===== src/hw/acl_match_pkg.sv =====
// Shared types, register map and field layout of the IPv4 filter entry matcher
package acl_match_pkg;

  // ==========================================================================
  // Widths
  // ==========================================================================
  localparam int unsigned REG_ADDR_W = 8;
  localparam int unsigned REG_DATA_W = 32;
  localparam int unsigned CNT_W = 32;

  // ==========================================================================
  // Register offsets (byte addresses, one word each)
  // ==========================================================================
  localparam logic [7:0] OFS_CTRL = 8'h00;
  localparam logic [7:0] OFS_PROTO = 8'h04;
  localparam logic [7:0] OFS_SRC_ADDR = 8'h08;
  localparam logic [7:0] OFS_SRC_MASK = 8'h0c;
  localparam logic [7:0] OFS_DST_ADDR = 8'h10;
  localparam logic [7:0] OFS_DST_MASK = 8'h14;
  localparam logic [7:0] OFS_FRAME_CNT = 8'h18;
  localparam logic [7:0] OFS_HIT_CNT = 8'h1c;

  // ==========================================================================
  // Control register field positions (low bit of each field)
  // ==========================================================================
  localparam int unsigned POS_FTYPE = 0;
  localparam int unsigned POS_PROTO_MODE = 4;
  localparam int unsigned POS_TTL_MODE = 8;
  localparam int unsigned POS_FRAG_MODE = 10;
  localparam int unsigned POS_OPT_MODE = 12;
  localparam int unsigned POS_SRC_MODE = 16;
  localparam int unsigned POS_DST_MODE = 18;

  // ==========================================================================
  // Fixed protocol numbers of the shortcut selections
  // ==========================================================================
  localparam logic [7:0] PROTO_NUM_ICMP = 8'h01;
  localparam logic [7:0] PROTO_NUM_TCP = 8'h06;
  localparam logic [7:0] PROTO_NUM_UDP = 8'h11;

  // ==========================================================================
  // Modes
  // ==========================================================================
  typedef enum logic [2:0] {
    FT_ANY = 3'b000,
    FT_ETH = 3'b001,
    FT_ARP = 3'b010,
    FT_IPV4 = 3'b011,
    FT_IPV6 = 3'b100
  } frame_type_e;

  typedef enum logic [2:0] {
    PM_ANY = 3'b000,
    PM_SPECIFIC = 3'b001,
    PM_ICMP = 3'b010,
    PM_UDP = 3'b011,
    PM_TCP = 3'b100
  } proto_mode_e;

  typedef enum logic [1:0] {
    TTL_ANY = 2'b00,
    TTL_ZERO = 2'b01,
    TTL_NONZERO = 2'b10
  } ttl_mode_e;

  // Shared by the fragment and options settings
  typedef enum logic [1:0] {
    YN_ANY = 2'b00,
    YN_NO = 2'b01,
    YN_YES = 2'b10
  } yes_no_e;

  typedef enum logic [1:0] {
    AF_ANY = 2'b00,
    AF_HOST = 2'b01,
    AF_NETWORK = 2'b10
  } addr_mode_e;

  // ==========================================================================
  // Reset values
  // ==========================================================================
  localparam logic [31:0] RST_ADDR = 32'h0000_0000;
  localparam logic [31:0] RST_MASK = 32'hffff_ffff;
  localparam logic [7:0] RST_PROTO = 8'h00;

  // ==========================================================================
  // Carriers
  // ==========================================================================
  typedef struct packed {
    logic valid;
    frame_type_e ftype;
    logic [7:0] proto;
    logic [7:0] ttl;
    logic more_frag;
    logic [12:0] frag_off;
    logic opts;
    logic [31:0] src_ip;
    logic [31:0] dst_ip;
  } frame_s;

  typedef struct packed {
    frame_type_e ftype;
    proto_mode_e proto_mode;
    logic [7:0] proto;
    ttl_mode_e ttl_mode;
    yes_no_e frag_mode;
    yes_no_e opt_mode;
    addr_mode_e source_ip_filter;
    logic [31:0] src_addr;
    logic [31:0] src_mask;
    addr_mode_e dest_ip_filter;
    logic [31:0] dst_addr;
    logic [31:0] dst_mask;
  } filter_entry_s;

endpackage


===== src/hw/ipv4_acl_entry_matcher.sv =====
// One filter entry: IPv4 criteria classification with a small register port
//
// Behaviour
// - IPv4 criteria count only when the entry's frame type selects IPv4.
// - Protocol filter any ignores the frame's protocol field.
// - Protocol filter specific: 8-bit value, frame protocol must equal it.
// - ICMP, UDP and TCP selections demand that protocol number.
// - TTL setting zero: frames with TTL above zero never hit.
// - TTL setting non-zero: frames with TTL above zero may hit.
// - Fragment setting no: frames with MF or nonzero offset never hit.
// - Fragment setting yes: fragmented frames may hit.
// - Options setting no: frames with the options flag never hit.
// - Options setting yes: frames with the options flag may hit.
// - Source filter any ignores the source address.
// - Source filter host compares all 32 source address bits.
// - Source filter network compares only bits set in the source mask.
// - Destination filter any ignores the destination address.
// - Destination filter host compares the full destination address.
// - Destination filter network compares only bits set in the destination mask.
module ipv4_acl_entry_matcher
  import acl_match_pkg::*;
(
  input wire logic ref_clk_in,
  input wire logic rst_n_in,
  input wire frame_s frame_in,
  input wire logic [REG_ADDR_W-1:0] reg_addr_in,
  input wire logic [REG_DATA_W-1:0] reg_wdata_in,
  input wire logic reg_wr_in,
  input wire logic reg_rd_in,
  output logic [REG_DATA_W-1:0] reg_rdata_out,
  output logic hit_out,
  output logic hit_valid_out
);

  // ==========================================================================
  // State
  // ==========================================================================
  typedef struct packed {
    filter_entry_s cfg;
    logic hit;
    logic hit_valid;
    logic [REG_DATA_W-1:0] rdata;
    logic [CNT_W-1:0] frame_cnt;
    logic [CNT_W-1:0] hit_cnt;
  } state_s;

  state_s st_q;
  state_s st_d;

  // ==========================================================================
  // Decoding helpers
  // ==========================================================================
  // Used for both source and destination address filters
  function automatic logic addr_ok(input addr_mode_e mode, input logic [31:0] frm,
                                   input logic [31:0] ent, input logic [31:0] mask);
    logic ok;
    ok = 1'b0;
    unique case (mode)
      AF_ANY: ok = 1'b1;
      AF_HOST: ok = (frm == ent);
      AF_NETWORK: ok = ((frm & mask) == (ent & mask));
      default: ok = 1'b0;
    endcase
    return ok;
  endfunction

  // Used for both the fragment and the options setting
  function automatic logic yes_no_ok(input yes_no_e mode, input logic flag);
    logic ok;
    ok = 1'b0;
    unique case (mode)
      YN_ANY: ok = 1'b1;
      YN_NO: ok = !flag;
      YN_YES: ok = 1'b1;
      default: ok = 1'b0;
    endcase
    return ok;
  endfunction

  // ==========================================================================
  // Criteria
  // ==========================================================================
  logic proto_ok;
  logic ttl_ok;
  logic frag_ok;
  logic opt_ok;
  logic src_ok;
  logic dst_ok;
  logic ipv4_ok;
  logic entry_hit;

  always_comb begin
    proto_ok = 1'b0;
    unique case (st_q.cfg.proto_mode)
      PM_ANY: proto_ok = 1'b1;
      PM_SPECIFIC: proto_ok = (frame_in.proto == st_q.cfg.proto);
      PM_ICMP: proto_ok = (frame_in.proto == PROTO_NUM_ICMP);
      PM_UDP: proto_ok = (frame_in.proto == PROTO_NUM_UDP);
      PM_TCP: proto_ok = (frame_in.proto == PROTO_NUM_TCP);
      default: proto_ok = 1'b0;
    endcase
  end

  // A non-zero setting asks for a live packet, so TTL of zero is refused
  always_comb begin
    ttl_ok = 1'b0;
    unique case (st_q.cfg.ttl_mode)
      TTL_ANY: ttl_ok = 1'b1;
      TTL_ZERO: ttl_ok = (frame_in.ttl == 8'h00);
      TTL_NONZERO: ttl_ok = (frame_in.ttl != 8'h00);
      default: ttl_ok = 1'b0;
    endcase
  end

  assign frag_ok = yes_no_ok(st_q.cfg.frag_mode, frame_in.more_frag || (frame_in.frag_off != 13'h0000));
  assign opt_ok = yes_no_ok(st_q.cfg.opt_mode, frame_in.opts);
  assign src_ok = addr_ok(st_q.cfg.source_ip_filter, frame_in.src_ip, st_q.cfg.src_addr, st_q.cfg.src_mask);
  assign dst_ok = addr_ok(st_q.cfg.dest_ip_filter, frame_in.dst_ip, st_q.cfg.dst_addr, st_q.cfg.dst_mask);
  assign ipv4_ok = proto_ok && ttl_ok && frag_ok && opt_ok && src_ok && dst_ok;

  // Non-IPv4 entries match on frame type alone
  always_comb begin
    entry_hit = 1'b0;
    unique case (st_q.cfg.ftype)
      FT_ANY: entry_hit = 1'b1;
      FT_IPV4: entry_hit = (frame_in.ftype == FT_IPV4) && ipv4_ok;
      default: entry_hit = (frame_in.ftype == st_q.cfg.ftype);
    endcase
  end

  // ==========================================================================
  // Next state: registers, read port, verdict, counters
  // ==========================================================================
  always_comb begin
    st_d = st_q;
    st_d.hit_valid = frame_in.valid;
    st_d.hit = frame_in.valid && entry_hit;
    if (frame_in.valid) begin
      st_d.frame_cnt = CNT_W'(st_q.frame_cnt + 1'b1);
    end
    if (frame_in.valid && entry_hit) begin
      st_d.hit_cnt = CNT_W'(st_q.hit_cnt + 1'b1);
    end
    if (reg_wr_in) begin
      unique case (reg_addr_in)
        OFS_CTRL: begin
          st_d.cfg.ftype = frame_type_e'(reg_wdata_in[POS_FTYPE +: 3]);
          st_d.cfg.proto_mode = proto_mode_e'(reg_wdata_in[POS_PROTO_MODE +: 3]);
          st_d.cfg.ttl_mode = ttl_mode_e'(reg_wdata_in[POS_TTL_MODE +: 2]);
          st_d.cfg.frag_mode = yes_no_e'(reg_wdata_in[POS_FRAG_MODE +: 2]);
          st_d.cfg.opt_mode = yes_no_e'(reg_wdata_in[POS_OPT_MODE +: 2]);
          st_d.cfg.source_ip_filter = addr_mode_e'(reg_wdata_in[POS_SRC_MODE +: 2]);
          st_d.cfg.dest_ip_filter = addr_mode_e'(reg_wdata_in[POS_DST_MODE +: 2]);
        end
        OFS_PROTO: st_d.cfg.proto = reg_wdata_in[7:0];
        OFS_SRC_ADDR: st_d.cfg.src_addr = reg_wdata_in;
        OFS_SRC_MASK: st_d.cfg.src_mask = reg_wdata_in;
        OFS_DST_ADDR: st_d.cfg.dst_addr = reg_wdata_in;
        OFS_DST_MASK: st_d.cfg.dst_mask = reg_wdata_in;
        // Each counter clears on any write to its own offset; a frame in the same cycle still counts
        OFS_FRAME_CNT: st_d.frame_cnt = frame_in.valid ? CNT_W'(1) : '0;
        OFS_HIT_CNT: st_d.hit_cnt = (frame_in.valid && entry_hit) ? CNT_W'(1) : '0;
        default: ;
      endcase
    end
    st_d.rdata = '0;
    if (reg_rd_in) begin
      unique case (reg_addr_in)
        OFS_CTRL: begin
          st_d.rdata[POS_FTYPE +: 3] = st_q.cfg.ftype;
          st_d.rdata[POS_PROTO_MODE +: 3] = st_q.cfg.proto_mode;
          st_d.rdata[POS_TTL_MODE +: 2] = st_q.cfg.ttl_mode;
          st_d.rdata[POS_FRAG_MODE +: 2] = st_q.cfg.frag_mode;
          st_d.rdata[POS_OPT_MODE +: 2] = st_q.cfg.opt_mode;
          st_d.rdata[POS_SRC_MODE +: 2] = st_q.cfg.source_ip_filter;
          st_d.rdata[POS_DST_MODE +: 2] = st_q.cfg.dest_ip_filter;
        end
        OFS_PROTO: st_d.rdata[7:0] = st_q.cfg.proto;
        OFS_SRC_ADDR: st_d.rdata = st_q.cfg.src_addr;
        OFS_SRC_MASK: st_d.rdata = st_q.cfg.src_mask;
        OFS_DST_ADDR: st_d.rdata = st_q.cfg.dst_addr;
        OFS_DST_MASK: st_d.rdata = st_q.cfg.dst_mask;
        OFS_FRAME_CNT: st_d.rdata = st_q.frame_cnt;
        OFS_HIT_CNT: st_d.rdata = st_q.hit_cnt;
        default: st_d.rdata = '0;
      endcase
    end
  end

  always_ff @(posedge ref_clk_in or negedge rst_n_in) begin
    if (!rst_n_in) begin
      st_q <= '0;
      st_q.cfg.src_addr <= RST_ADDR;
      st_q.cfg.src_mask <= RST_MASK;
      st_q.cfg.dst_addr <= RST_ADDR;
      st_q.cfg.dst_mask <= RST_MASK;
      st_q.cfg.proto <= RST_PROTO;
    end else begin
      st_q <= st_d;
    end
  end

  assign reg_rdata_out = st_q.rdata;
  assign hit_out = st_q.hit;
  assign hit_valid_out = st_q.hit_valid;

  // Which criteria are left at any, so that a hit can be demanded of the one under test
  logic [5:0] crit_any;
  logic ipv4_both;
  assign crit_any = {st_q.cfg.proto_mode == PM_ANY, st_q.cfg.ttl_mode == TTL_ANY,
    st_q.cfg.frag_mode == YN_ANY, st_q.cfg.opt_mode == YN_ANY,
    st_q.cfg.source_ip_filter == AF_ANY, st_q.cfg.dest_ip_filter == AF_ANY};
  assign ipv4_both = frame_in.valid && st_q.cfg.ftype == FT_IPV4 && frame_in.ftype == FT_IPV4;
endmodule


===== config.mk =====
export PLATFORM = sky130hd
export DESIGN_NAME = ipv4_acl_entry_matcher
export DESIGN_NICKNAME = d
export VERILOG_FILES = /design/src/hw/acl_match_pkg.sv /design/src/hw/ipv4_acl_entry_matcher.sv
export SDC_FILE = /design/constraint.sdc
export NUM_CORES = 1
export LEC_CHECK = 0
export BUFFER_PORTS_ARGS = -buffer_cell sky130_fd_sc_hd__buf_2
export CAP_MARGIN = 20
export CELL_PAD_IN_SITES_DETAIL_PLACEMENT = 0
export CELL_PAD_IN_SITES_GLOBAL_PLACEMENT = 2
export CORE_MARGIN = 4
export CORE_UTILIZATION = 38
export CTS_BUF_LIST = sky130_fd_sc_hd__clkbuf_16
export DETAILED_ROUTE_END_ITERATION = 10
export GPL_TIMING_DRIVEN = 0
export PLACE_DENSITY = 0.77
export SLEW_MARGIN = 15
export SYNTH_ARGS = -nofsm -noshare
export SYNTH_HDL_FRONTEND = slang
export SYNTH_SLANG_ARGS = --single-unit

===== constraint.sdc =====
create_clock -name ref_clk_in -period 3.2 [get_ports ref_clk_in]
set_clock_uncertainty 0.05 [all_clocks]
set_input_delay 0.64 -clock ref_clk_in [delete_from_list [all_inputs] [get_ports ref_clk_in]]
set_output_delay 0.64 -clock ref_clk_in [all_outputs]
set_load 0.02 [all_outputs]

==> results.md <==
* Most frequent cell after synthesis: dfrtp_1
* Clock buffer depth at 3
* Worst Hold Class: primary input to async pin
* RSZ-0062 raised after global routing: no
* Die Ht at 191.8 microns
* Core area at 0.03345 sq mm
* Final worst path period need at 3.063 ns
* TritonCTS buffer count at 29
* Via count at 10,490
* First-pass GRT wire length at 67,790 microns
* Vias in the first global route at 10,190
* Reg-to-reg startpoint: st_q[156]
* Post-Syn Area at 0.01284 sq mm
* Seq/Total Area, Yosys at 0.4934
* DRC violations left at 0
* Final ANT Viol Nets at 0
* Post-synth net total at 1,286
* Post-CTS Repair Setup Buffers at 0
* Most used DFF post-synth: dfrtp_1
* Critical Path Stages at 7
* Placer Congestion at 0.9637
* Slowest CP cell: clkbuf_1
* FF-to-FF setup slack at 0.14 ns
* Clock root cell: clkbuf_16
* CTS tree: built
* Setup TNS at 0 ns
* EDFF count, synth at 0
* Setup CP Type: primary input to register
* Slew HR at 0.3546
* Fin crit share at 0.9570
* Asr flop ratio synth at 1.000
* Hold Slack at 0.01960 ns
* Post-Syn Instances at 1,141
* Ant. Diodes at 0
* Synth-to-Final Area Change at 18.92%
* Clock-pin slew on the worst setup and hold paths at 0.06 ns
* Most frequent CP cell: clkbuf_1
* Routed WL at 47,070 microns
* Area of the multi-input gates at 0.006105 sq mm
* Maxcap violations at 0
* Final nets at 1,494
* Final hold violation count at 0
* Total power at 7.426 mW
* Wire per inst at 25.88 microns
* Row count at 67
* FILL cells at 3,223
* Reg area at 0.006336 sq mm
* Worst-path cell chain: clkbuf_1, clkbuf_1, clkbuf_1, mux2i_1, o21ai_0, a221oi_1, a21oi_1
* Die area at 0.03680 sq mm
* Avg Inst Size Synth at 11.26 sq um
* GRT Util Overall at 0.2492
* Leak at 6.974 nW
* IO Pins at 177
* R2R cell count at 10
* Max-slew violation count at 0
* Die W at 191.8 microns
* Max VDD drop at 345.5 uV
* CTS H-tree depth at 1
* Initial Utilization at 0.3839
* Crit start category: primary input
* Yosys reg bits at 250
* CP Data Arrival Time at 3.36 ns
* Placed wire-length estimate at 36,640 microns
* CP max FO at 10
* Worst path top cell family by delay: buffers and inverters
* Clock latency on the worst-skew pair at 0.54 ns
* PortBufs at 174
* CTS Hold Buffers Added at 0
* Drt pass-1 iters at 6
* Final count of negative-setup-slack endpoints at 0
* Slowest stage delay, CP at 0.76 ns
* DR vias/cell at 5.766
* Synth top area share at 0.3624
* Critical Path RT at 3.50 ns
* Critical Path Start: reg_addr_in[3]
* Pin count of the biggest net entering global routing at 98
* Synth unique cells at 51
* GRT overflow at 0
* Initial antenna violation count at 0
* Worst r2r dst: st_q[27]
* Status: complete, no violations
* Dominant cell type by area after synthesis: dfrtp_1
* # clock sinks at 250
* Largest cells by area after synthesis: dfrtp_1 36%, mux2_2 14%, dfstp_2 13%, xor2_1 5.9%, a222oi_1 2.2%
* Crit path capture: reg_rdata_out[18]
* CP bufs+invs at 3
* Share of cells above drive strength 1 at 0.3589
* Top cells by count, synth: 186 x dfrtp_1, 158 x mux2_2, 87 x xor2_1
* Synth warnings at 0
* Worst-Margin Slew at 0.9616 ns
* Pwr/cell area at 486.2 mW/mm^2
* Fmax at 0.3265 GHz
* Crit. End Element: register
* Starting DRT DRC Count at 1,092
==> power by group <==
group          switching (mW)  internal, mW  leakage (nW)
clock                    1.30          1.62         0.452
combinational           0.499         0.366          3.30
sequential              0.272          3.36          3.22
total                    2.07          5.35          6.97
==> worst min path at each step <==
stage                   endpoint  slack, ns      start
2_1_floorplan            hit_out       0.29   rst_n_in
3_3_place_gp           st_q[230]       0.46  st_q[230]
3_5_place_dp           st_q[231]       0.48  st_q[231]
4_1_cts        reg_rdata_out[15]       0.03   rst_n_in
5_1_grt        reg_rdata_out[15]       0.06   rst_n_in
6_report               st_q[199]       0.02   rst_n_in
==> placed cells by master (no fill, tap or decap), types with 28 or more instances in the layout <==
| master | count |
|---|---|
| xor2_1 | 86 |
| nand2_1 | 59 |
| o21ai_0 | 41 |
| nor2_1 | 56 |
| clkbuf_1 | 36 |
| mux2_2 | 158 |
| buf_4 | 34 |
| buf_2 | 178 |
| dfstp_2 | 64 |
| a21oi_1 | 51 |
| a22oi_1 | 33 |
| clkbuf_16 | 29 |
| a222oi_1 | 28 |
| dfrtp_1 | 186 |
==> area by class of cell <==
cell class / instances / share of cell area
Buffer: 89 / 0.03130
Clock buffer: 29 / 0.04752
Clock inverter: 24 / 0.006308
Inverter: 6 / 0.001475
Multi-Input combinational cell: 795 / 0.3997
Sequential cell: 250 / 0.4149
Tap cell: 448 / 0.03670
Timing Repair Buffer: 178 / 0.06210
==> through the flow <==
stage	worst slack (ns)	std cells	cell area [sq um]	utilization
3_3_place_gp	-3.265	1763	14270	0.4267
5_1_grt	0.001610	1819	15270	0.4566
3_5_place_dp	-0.8034	1766	14350	0.4289
2_1_floorplan	0.3352	1141	12840	-
4_1_cts	0.01790	1819	15200	0.4544
6_report	0.1375	1819	15270	0.4566
==> cell families (layout without fill, tap and decap cells) <==
logic type,after synthesis,after routing,synth area share
compound gates,236,236,0.1308
mux,180,180,0.1557
buf+inv,96,326,0.03848
flops,250,250,0.4934
fa+ha+maj,2,2,0.001948
simple gates,279,279,0.1128
xor+xnor,98,98,0.06684
==> per-layer routing <==
layer	vias up	wire, microns	GRT usage	part of all wire
met5	-	0	0	0
met4	0	1456	0.07072	0.031
met3	66	3414	0.03272	0.073
met2	445	21020	0.3836	0.45
met1	5309	21180	0.3693	0.45
li1	4668	-	-	-
==> state kept, by name (all words and copies together) (netlist names) <==
name / flops
st_q: 216
reg_rdata_out: 32
hit_out: 1
hit_valid_out: 1
==> timing repair <==
| item | CTS | global route |
|---|---|---|
| endpoints found under the setup margin | 33 | 62 |
| endpoints found under the hold margin | 0 | 0 |
| pin swaps | 3 | 7 |
| resized for setup | 6 | 17 |
Power figures use the tool's default switching activity.
